$ cat src/common/haptic_drive_map.svh
// Register offsets, field positions, reset values and timing counts
`ifndef HAPTIC_DRIVE_MAP_SVH
`define HAPTIC_DRIVE_MAP_SVH

// ----------------------------------------------------------------
// Register offsets and reset values
// ----------------------------------------------------------------
`define CTL2_ADDR 8'h1C
`define CTL3_ADDR 8'h1D
`define CTL2_RST 8'hDA
`define CTL3_RST 8'hA0

// ----------------------------------------------------------------
// Field positions
// ----------------------------------------------------------------
`define CTL2_TWO_SIDED_BIT 7
`define CTL2_GAIN_REDUCE_BIT 6
`define CTL2_SAMPLE_HI 5
`define CTL2_SAMPLE_LO 4
`define CTL2_BLANK_HI 3
`define CTL2_BLANK_LO 2
`define CTL2_DECAY_HI 1
`define CTL2_DECAY_LO 0
`define CTL3_GATE_HI 7
`define CTL3_GATE_LO 6
`define CTL3_ROT_LOOP_BIT 5
`define CTL3_SUPPLY_OFF_BIT 4
`define CTL3_SIGNEDNESS_BIT 3
`define CTL3_RATE_BIT 2
`define CTL3_ANALOG_BIT 1
`define CTL3_FIXED_FREQ_BIT 0

// ----------------------------------------------------------------
// Mode codes, levels and thresholds
// ----------------------------------------------------------------
`define MODE_PIN_INPUT 3'h3
`define LEVEL_MID 8'h80
`define GATE_THR_1 8'h05
`define GATE_THR_2 8'h0A
`define GATE_THR_3 8'h14
`define COMMUT_EDGE_LAST 6'h3F

// ----------------------------------------------------------------
// Timing
// ----------------------------------------------------------------
`define CLK_MHZ 250
`define SAMPLE_TIME0_US 150
`define SAMPLE_TIME1_US 200
`define SAMPLE_TIME2_US 250
`define SAMPLE_TIME3_US 300
`define BLANK_STEP_NS 100
`define DECAY_STEP_NS 100
`define BLANK_STEP_CYC ((`BLANK_STEP_NS * `CLK_MHZ) / 1000)
`define DECAY_STEP_CYC ((`DECAY_STEP_NS * `CLK_MHZ) / 1000)
`define DUTY_WIN_BITS_DEF 16

`endif

$ cat src/common/haptic_drive_pkg.sv
// Types shared by the haptic drive configuration logic
package haptic_drive_pkg;

    typedef enum logic [1:0] {
        src_playback = 2'b00,
        src_pwm = 2'b01,
        src_analog = 2'b10
    } input_source_e;

    typedef struct packed {
        logic [16:0] count;
        logic busy;
        logic done;
    } timer_state_s;

    typedef struct packed {
        logic [7:0] ctl2;
        logic [7:0] ctl3;
        logic [7:0] act2;
        logic [7:0] act3;
        logic [7:0] rdata;
        logic [15:0] win_cnt;
        logic [16:0] high_cnt;
        logic [7:0] duty;
        logic pin_prev;
        logic [5:0] edge_cnt;
        logic commut;
        logic phase;
        logic [7:0] drive;
        logic brake;
        logic gain_red;
        logic supply_on;
        logic adc_sample;
        logic update;
        logic decay;
    } drive_state_s;

endpackage

$ cat src/verilog/interval_timer.sv
// One-shot interval timer with busy level and done pulse
`timescale 1ns/1ns
`default_nettype none

module interval_timer
    import haptic_drive_pkg::*;
(
    // Clock and reset
    input wire logic clk_sys_in,
    input wire logic srst_in,
    // Control
    input wire logic start_in,
    input wire logic [16:0] length_in,
    // Status
    output logic busy_out,
    output logic done_out
);

    timer_state_s st_reg;
    timer_state_s st_next;

    always_comb begin
        st_next = st_reg;
        st_next.done = 1'b0;
        if (start_in) begin
            st_next.count = (length_in == 17'h00000) ? 17'h00001 : length_in;
            st_next.busy = 1'b1;
        end else if (st_reg.busy) begin
            if (st_reg.count == 17'h00001) begin
                st_next.busy = 1'b0;
                st_next.done = 1'b1;
            end else begin
                st_next.count = st_reg.count - 17'h00001;
            end
        end
    end

    always_ff @(posedge clk_sys_in) begin
        if (srst_in) begin
            st_reg <= '0;
        end else begin
            st_reg <= st_next;
        end
    end

    assign busy_out = st_reg.busy;
    assign done_out = st_reg.done;

endmodule

`default_nettype wire

$ cat src/verilog/haptic_drive_config_regs.sv
// Drive engine configuration registers and input-to-drive mapping
`timescale 1ns/1ns
`default_nettype none
`include "haptic_drive_map.svh"

// Contract
// control two bit 7 selects two-sided input
// open-loop two-sided brakes only below half scale
// open-loop two-sided maps level linearly to drive
// closed-loop two-sided drives only above half scale
// brake gain reduce lowers gain near brake end
// sample field picks 150/200/250/300 us interval
// blanking field sets wait before converter sample
// decay field sets current decay between cycles
// noise gate threshold off, 2, 4, 8 percent
// bit 5 picks rotating-mass open or closed loop
// bit 4 turns supply correction off
// bit 3 sets playback word signedness
// bit 2 sets once or twice per cycle
// mode 3 bit 1 picks PWM or analog
// amplitude from duty cycle or analog level
// bit 0 picks fixed frequency linear drive
// fixed-frequency commutation is PWM frequency over 128
// unused codes ignored; writes apply next update
module haptic_drive_config_regs
    import haptic_drive_pkg::*;
#(
    parameter logic [16:0] SAMPLE_CYC0 = 17'(`SAMPLE_TIME0_US * `CLK_MHZ),
    parameter logic [16:0] SAMPLE_CYC1 = 17'(`SAMPLE_TIME1_US * `CLK_MHZ),
    parameter logic [16:0] SAMPLE_CYC2 = 17'(`SAMPLE_TIME2_US * `CLK_MHZ),
    parameter logic [16:0] SAMPLE_CYC3 = 17'(`SAMPLE_TIME3_US * `CLK_MHZ),
    parameter int DUTY_WIN_BITS = `DUTY_WIN_BITS_DEF
) (
    // Clock and reset
    input wire logic clk_sys_in,
    input wire logic srst_in,
    // Register port
    input wire logic [7:0] reg_addr_in,
    input wire logic [7:0] reg_wdata_in,
    input wire logic reg_wr_in,
    input wire logic reg_rd_in,
    output logic [7:0] reg_rdata_out,
    // Engine inputs
    input wire logic [2:0] mode_in,
    input wire logic lra_select_in,
    input wire logic [7:0] real_time_playback_in,
    input wire logic [7:0] analog_level_in,
    input wire logic trigger_input_pin_in,
    input wire logic feedback_brake_in,
    input wire logic brake_near_done_in,
    input wire logic resonance_half_in,
    // Drive outputs
    output logic [7:0] drive_level_out,
    output logic drive_brake_out,
    output logic drive_update_out,
    output logic loop_gain_reduce_out,
    output logic supply_correction_on_out,
    output logic commutation_out,
    // Timing outputs
    output logic adc_sample_out,
    output logic current_decay_out
);

    localparam drive_state_s RST_STATE = '{
        ctl2: `CTL2_RST, ctl3: `CTL3_RST, act2: `CTL2_RST, act3: `CTL3_RST, default: '0
    };
    localparam logic [15:0] WIN_LAST = 16'((32'h1 << DUTY_WIN_BITS) - 1);

    drive_state_s st_reg;
    drive_state_s st_next;

    input_source_e src;
    logic two_sided;
    logic closed_loop;
    logic [7:0] raw_level;
    logic [7:0] deviation;
    logic [7:0] gate_thr;
    logic [7:0] level;
    logic [7:0] drive_calc;
    logic brake_calc;
    logic [16:0] hc_full;
    logic [16:0] hc_scaled;
    logic pin_rise;
    logic commut_edge;
    logic half_evt;
    logic upd;
    logic [16:0] sample_len;
    logic [16:0] blank_len;
    logic [16:0] decay_len;
    logic sample_busy;
    logic sample_done;
    logic blank_done;
    logic decay_busy;

    // ----------------------------------------------------------------
    // Input selection and level mapping
    // ----------------------------------------------------------------
    assign src = (mode_in == `MODE_PIN_INPUT) ?
        (st_reg.ctl3[`CTL3_ANALOG_BIT] ? src_analog : src_pwm) : src_playback;

    always_comb begin
        unique case (src)
            src_pwm: raw_level = st_reg.duty;
            src_analog: raw_level = analog_level_in;
            src_playback: raw_level = st_reg.ctl3[`CTL3_SIGNEDNESS_BIT] ?
                real_time_playback_in : (real_time_playback_in ^ `LEVEL_MID);
            default: raw_level = `LEVEL_MID;
        endcase
    end

    assign two_sided = st_reg.ctl2[`CTL2_TWO_SIDED_BIT];
    assign closed_loop = lra_select_in ? !st_reg.ctl3[`CTL3_FIXED_FREQ_BIT]
                                       : !st_reg.ctl3[`CTL3_ROT_LOOP_BIT];

    always_comb begin
        if (!two_sided) begin
            deviation = raw_level;
        end else if (raw_level >= `LEVEL_MID) begin
            deviation = raw_level - `LEVEL_MID;
        end else begin
            deviation = `LEVEL_MID - raw_level;
        end
        unique case (st_reg.ctl3[`CTL3_GATE_HI:`CTL3_GATE_LO])
            2'h0: gate_thr = 8'h00;
            2'h1: gate_thr = `GATE_THR_1;
            2'h2: gate_thr = `GATE_THR_2;
            2'h3: gate_thr = `GATE_THR_3;
        endcase
    end

    // Gate only the pin-driven sources
    assign level = (src != src_playback && deviation < gate_thr) ?
        (two_sided ? `LEVEL_MID : 8'h00) : raw_level;

    always_comb begin
        if (two_sided && !closed_loop) begin
            drive_calc = level ^ `LEVEL_MID;
            brake_calc = (level < `LEVEL_MID);
        end else if (two_sided) begin
            drive_calc = (level > `LEVEL_MID) ? (level - `LEVEL_MID) : 8'h00;
            brake_calc = feedback_brake_in;
        end else begin
            drive_calc = {1'b0, level[7:1]};
            brake_calc = closed_loop & feedback_brake_in;
        end
    end

    // ----------------------------------------------------------------
    // Duty measurement, commutation and update events
    // ----------------------------------------------------------------
    assign hc_full = st_reg.high_cnt + {16'h0000, trigger_input_pin_in};
    assign hc_scaled = 17'(hc_full << (16 - DUTY_WIN_BITS));
    assign pin_rise = trigger_input_pin_in & ~st_reg.pin_prev;
    assign commut_edge = pin_rise && (st_reg.edge_cnt == `COMMUT_EDGE_LAST);
    assign half_evt = (lra_select_in && st_reg.ctl3[`CTL3_FIXED_FREQ_BIT] && src == src_pwm) ?
        commut_edge : resonance_half_in;
    assign upd = lra_select_in ?
        (half_evt && (st_reg.ctl3[`CTL3_RATE_BIT] || !st_reg.phase)) : sample_done;

    // ----------------------------------------------------------------
    // Timers
    // ----------------------------------------------------------------
    always_comb begin
        unique case (st_reg.act2[`CTL2_SAMPLE_HI:`CTL2_SAMPLE_LO])
            2'h0: sample_len = SAMPLE_CYC0;
            2'h1: sample_len = SAMPLE_CYC1;
            2'h2: sample_len = SAMPLE_CYC2;
            2'h3: sample_len = SAMPLE_CYC3;
        endcase
    end

    assign blank_len = 17'(`BLANK_STEP_CYC) *
        ({15'h0000, st_reg.act2[`CTL2_BLANK_HI:`CTL2_BLANK_LO]} + 17'h00001);
    assign decay_len = 17'(`DECAY_STEP_CYC) *
        ({15'h0000, st_reg.act2[`CTL2_DECAY_HI:`CTL2_DECAY_LO]} + 17'h00001);

    interval_timer u_sample_timer (
        .clk_sys_in(clk_sys_in),
        .srst_in(srst_in),
        .start_in(!sample_busy),
        .length_in(sample_len - 17'h00001), // Restart cycle is part of the interval
        .busy_out(sample_busy),
        .done_out(sample_done)
    );

    interval_timer u_blank_timer (
        .clk_sys_in(clk_sys_in),
        .srst_in(srst_in),
        .start_in(sample_done),
        .length_in(blank_len),
        .busy_out(),
        .done_out(blank_done)
    );

    interval_timer u_decay_timer (
        .clk_sys_in(clk_sys_in),
        .srst_in(srst_in),
        .start_in(upd),
        .length_in(decay_len),
        .busy_out(decay_busy),
        .done_out()
    );

    // ----------------------------------------------------------------
    // State update
    // ----------------------------------------------------------------
    always_comb begin
        st_next = st_reg;
        if (reg_rd_in) begin
            unique case (reg_addr_in)
                `CTL2_ADDR: st_next.rdata = st_reg.ctl2;
                `CTL3_ADDR: st_next.rdata = st_reg.ctl3;
                default: st_next.rdata = 8'h00;
            endcase
        end
        if (reg_wr_in) begin
            unique case (reg_addr_in)
                `CTL2_ADDR: st_next.ctl2 = reg_wdata_in;
                `CTL3_ADDR: st_next.ctl3 = reg_wdata_in;
                default: ;
            endcase
        end
        // Fixed power-of-two window keeps duty scaling a shift
        st_next.pin_prev = trigger_input_pin_in;
        if (st_reg.win_cnt == WIN_LAST) begin
            st_next.win_cnt = 16'h0000;
            st_next.high_cnt = 17'h00000;
            st_next.duty = hc_scaled[16] ? 8'hFF : hc_scaled[15:8];
        end else begin
            st_next.win_cnt = st_reg.win_cnt + 16'h0001;
            st_next.high_cnt = hc_full;
        end
        if (pin_rise) begin
            st_next.edge_cnt = st_reg.edge_cnt + 6'h01;
        end
        if (commut_edge) begin
            st_next.commut = ~st_reg.commut;
        end
        if (half_evt) begin
            st_next.phase = ~st_reg.phase;
        end
        st_next.update = upd;
        if (upd) begin
            st_next.act2 = st_reg.ctl2;
            st_next.act3 = st_reg.ctl3;
            st_next.drive = drive_calc;
            st_next.brake = brake_calc;
        end
        st_next.gain_red = st_reg.act2[`CTL2_GAIN_REDUCE_BIT] & st_reg.brake
                           & brake_near_done_in;
        st_next.supply_on = !st_reg.act3[`CTL3_SUPPLY_OFF_BIT];
        st_next.adc_sample = blank_done;
        st_next.decay = decay_busy;
    end

    always_ff @(posedge clk_sys_in) begin
        if (srst_in) begin
            st_reg <= RST_STATE;
        end else begin
            st_reg <= st_next;
        end
    end

    assign reg_rdata_out = st_reg.rdata;
    assign drive_level_out = st_reg.drive;
    assign drive_brake_out = st_reg.brake;
    assign drive_update_out = st_reg.update;
    assign loop_gain_reduce_out = st_reg.gain_red;
    assign supply_correction_on_out = st_reg.supply_on;
    assign commutation_out = st_reg.commut;
    assign adc_sample_out = st_reg.adc_sample;
    assign current_decay_out = st_reg.decay;
endmodule

`default_nettype wire

$ cat config.mk
export PLATFORM = sky130hd
export DESIGN_NAME = haptic_drive_config_regs
export DESIGN_NICKNAME = d
export VERILOG_FILES = /design/src/common/haptic_drive_pkg.sv /design/src/verilog/interval_timer.sv /design/src/verilog/haptic_drive_config_regs.sv
export VERILOG_INCLUDE_DIRS = /design/src /design/src/common
export SDC_FILE = /design/constraint.sdc
export NUM_CORES = 1
export LEC_CHECK = 0
export BUFFER_PORTS_ARGS = -buffer_cell sky130_fd_sc_hd__buf_2
export CORE_MARGIN = 1.5
export CORE_UTILIZATION = 55
export CTS_BUF_LIST = sky130_fd_sc_hd__clkbuf_8
export DETAILED_ROUTE_END_ITERATION = 12
export PLACE_DENSITY = 0.86
export SYNTH_ARGS = -nofsm -noshare
export SYNTH_HDL_FRONTEND = slang
export SYNTH_HIERARCHICAL = 1
export SYNTH_SLANG_ARGS = --single-unit
export TNS_END_PERCENT = 1
$ cat constraint.sdc
create_clock -name clk_sys_in -period 4.5 [get_ports clk_sys_in]
set_clock_uncertainty 0.05 [all_clocks]
set_input_delay 0.45 -clock clk_sys_in [delete_from_list [all_inputs] [get_ports clk_sys_in]]
set_output_delay 0.45 -clock clk_sys_in [all_outputs]
set_load 0.05 [all_outputs]
==> results_dict.tcl <==
set metrics [dict create \
    status "complete, no violations" \
    cts_buffers 17 \
    ys.warnings.count 6 \
    syn2layout_area_growth_pct 10.1 \
    avgSynthCellArea_um2 8.92 \
    switching_share_pct 28.6 \
    setup_violations 0 \
    grt_pass1_vias 6780 \
    hold_violations 0 \
    drive_gt1_share_pct 16.0 \
    postCtsHoldBufs 0 \
    critPathMaxFanout 15 \
    place_congestion 0.925 \
    h-tree-depth 4 \
    fin_util_pct 61.9 \
    p_clk_share_pct 38.1 \
    max_cap_violations 0 \
    power.density_nw_per_um2 312 \
    via_count 7215 \
    startpoint "st_reg[89]" \
    worst_slew_pin_slew_ns 1.01 \
    cts.sinks 152 \
    cts_root_buffer "clkbuf_8" \
    rsz0062_at_grt "no" \
    r2r_slack_ns 0.72 \
    vdd_drop_max_mv 0.393 \
    port_buffers 66 \
    ios 67 \
    leakage_nw 3.76 \
    cts.path.max_buffers 2 \
    largest_register_ff_count 73 \
    relSlewSlack_pct 32.3 \
    drt_wl_total_mm 19.0 \
    vias_per_cell 5.87 \
    crit_type "flip-flop to flip-flop" \
    rows 45 \
    power_frac_seq_pct 48.8 \
    antenna_found_initial 1 \
    syn_area_um2 8520 \
    cp.required_ns 4.79 \
    drtPass1Iterations 5 \
    hp-class "primary input to flip-flop" \
    syn_inst 955 \
    start_kind "flip-flop" \
    seq_area_um2 3040 \
    p_sw_mw 0.835 \
    slew_violations 0 \
    fmax_ghz 0.264 \
    nNetsFinal 1104 \
    post-cts-setup-buffers 0 \
    clkSlewWorstSetupHoldPaths_ns 0.09 \
    grt_overflow 0 \
    worstReg2RegStart "st_reg[89]" \
    fin_crit_sh_pct 84.0 \
    power_frac_comb_pct 13.1 \
    arrival_ns 4.07 \
    grt_pass1_wl_mm 31.7 \
    track_usage_pct 23.7 \
    cts_tree "yes" \
    chipHeight_um 127 \
    core-area_um2 15100 \
    ctsResizeCount 0 \
    num-fill-cells 1231 \
    ant_nets 0 \
    min_period_ns 3.78 \
    clock_latency_ns 0.45 \
    r2r_end "drive_level_out[6]" \
    cellInternalPower_mw 2.09 \
    dp_hpwl_mm 13.3 \
    rr_worst_depth 15 \
    grt_max_degree 57 \
    tns_ns 0 \
    initial_utilization_pct 56.2 \
    drt_iter0_markers 364 \
    crit_path_end_kind "flip-flop" \
    wl_per_cell_um 15.4 \
    die_area_um2 16200 \
    worstSetupEndpoint "drive_level_out[6]" \
    chipWidth_um 127 \
    multi_input_comb_area_um2 5130 \
    drc 0 \
]
[layout make-up]
class | count | area share [%]
Multi-Input combinational cell | 740 | 54.7
Clock buffer | 20 | 2.94
Sequential cell | 152 | 32.4
Tap cell | 188 | 2.51
Antenna cell | 1 | 0.0267
Clock inverter | 12 | 1.65
Timing Repair Buffer | 71 | 3.95
Inverter | 45 | 1.80
[layout by cell type, fill, tap and decap left out, drive strengths merged, types with 22 or more instances in the layout]
cell type,count
a21oi,33
a311oi,28
buf,71
conb,43
dfxtp,152
ha,33
inv,50
mux2i,35
nand2,65
nor2,124
nor2b,24
nor4,25
or4,30
xnor2,22
xor2,26
[worst max-delay path, cell delays in order (launching register included)]
cell      delay (ns)
dfxtp_1         0.68
mux2_4          0.36
mux2i_4         0.26
and2_1          0.25
nand2_1         0.08
xor2_1          0.14
nor2_1          0.10
a21oi_1         0.05
ha_1            0.22
or3_1           0.34
o221a_2         0.27
o41ai_2         0.05
o211ai_1        0.17
a211oi_4        0.28
nor3_2          0.08
a32o_1          0.28
[per-stage QoR]
stage / setup slack [ns] / instance area, um2 / power [mW] / hold slack, ns / instances
6_report: 0.718 / 9380 / 2.92 / 0.175 / 1229
5_1_grt: 0.483 / 9380 / 3.04 / 0.154 / 1229
4_1_cts: 0.713 / 9380 / 2.93 / 0.156 / 1228
3_5_place_dp: 0.646 / 8940 / 1.83 / 0.386 / 1196
3_3_place_gp: 0.700 / 8940 / 1.82 / 0.380 / 1196
2_1_floorplan: 1.12 / 8670 / 1.74 / 0.342 / 996
[how the worst min path moves through the flow]
| stage | slack, ns | from | end | cells past startpoint |
|---|---|---|---|---|
| 2_1_floorplan | 0.34 | st_reg[76] | supply_correction_on_out | 1 |
| 3_3_place_gp | 0.38 | u_blank_timer/done_out | adc_sample_out | 1 |
| 3_5_place_dp | 0.39 | u_blank_timer/done_out | adc_sample_out | 1 |
| 4_1_cts | 0.16 | reg_wdata_in[5] | st_reg[93] | 3 |
| 5_1_grt | 0.15 | reg_wdata_in[3] | st_reg[99] | 3 |
| 6_report | 0.17 | reg_wdata_in[5] | st_reg[93] | 3 |
[layer usage]
metal | up-vias | part of all wire (%) | track usage (%)
li1 | 3589 | - | -
met1 | 3403 | 45 | 30.8
met2 | 198 | 48 | 39.0
met3 | 25 | 5.2 | 4.90
met4 | 0 | 1.9 | 8.49
met5 | - | 0 | 0
[power groups by stage]
stage | combinational [mW] | clock [mW] | sequential [mW]
3_5_place_dp | 0.376 | 0 | 1.46
2_1_floorplan | 0.288 | 0 | 1.45
6_report | 0.382 | 1.11 | 1.43
3_3_place_gp | 0.367 | 0 | 1.46
4_1_cts | 0.377 | 1.13 | 1.43
5_1_grt | 0.423 | 1.18 | 1.43
(Power assumes the default switching activity.)
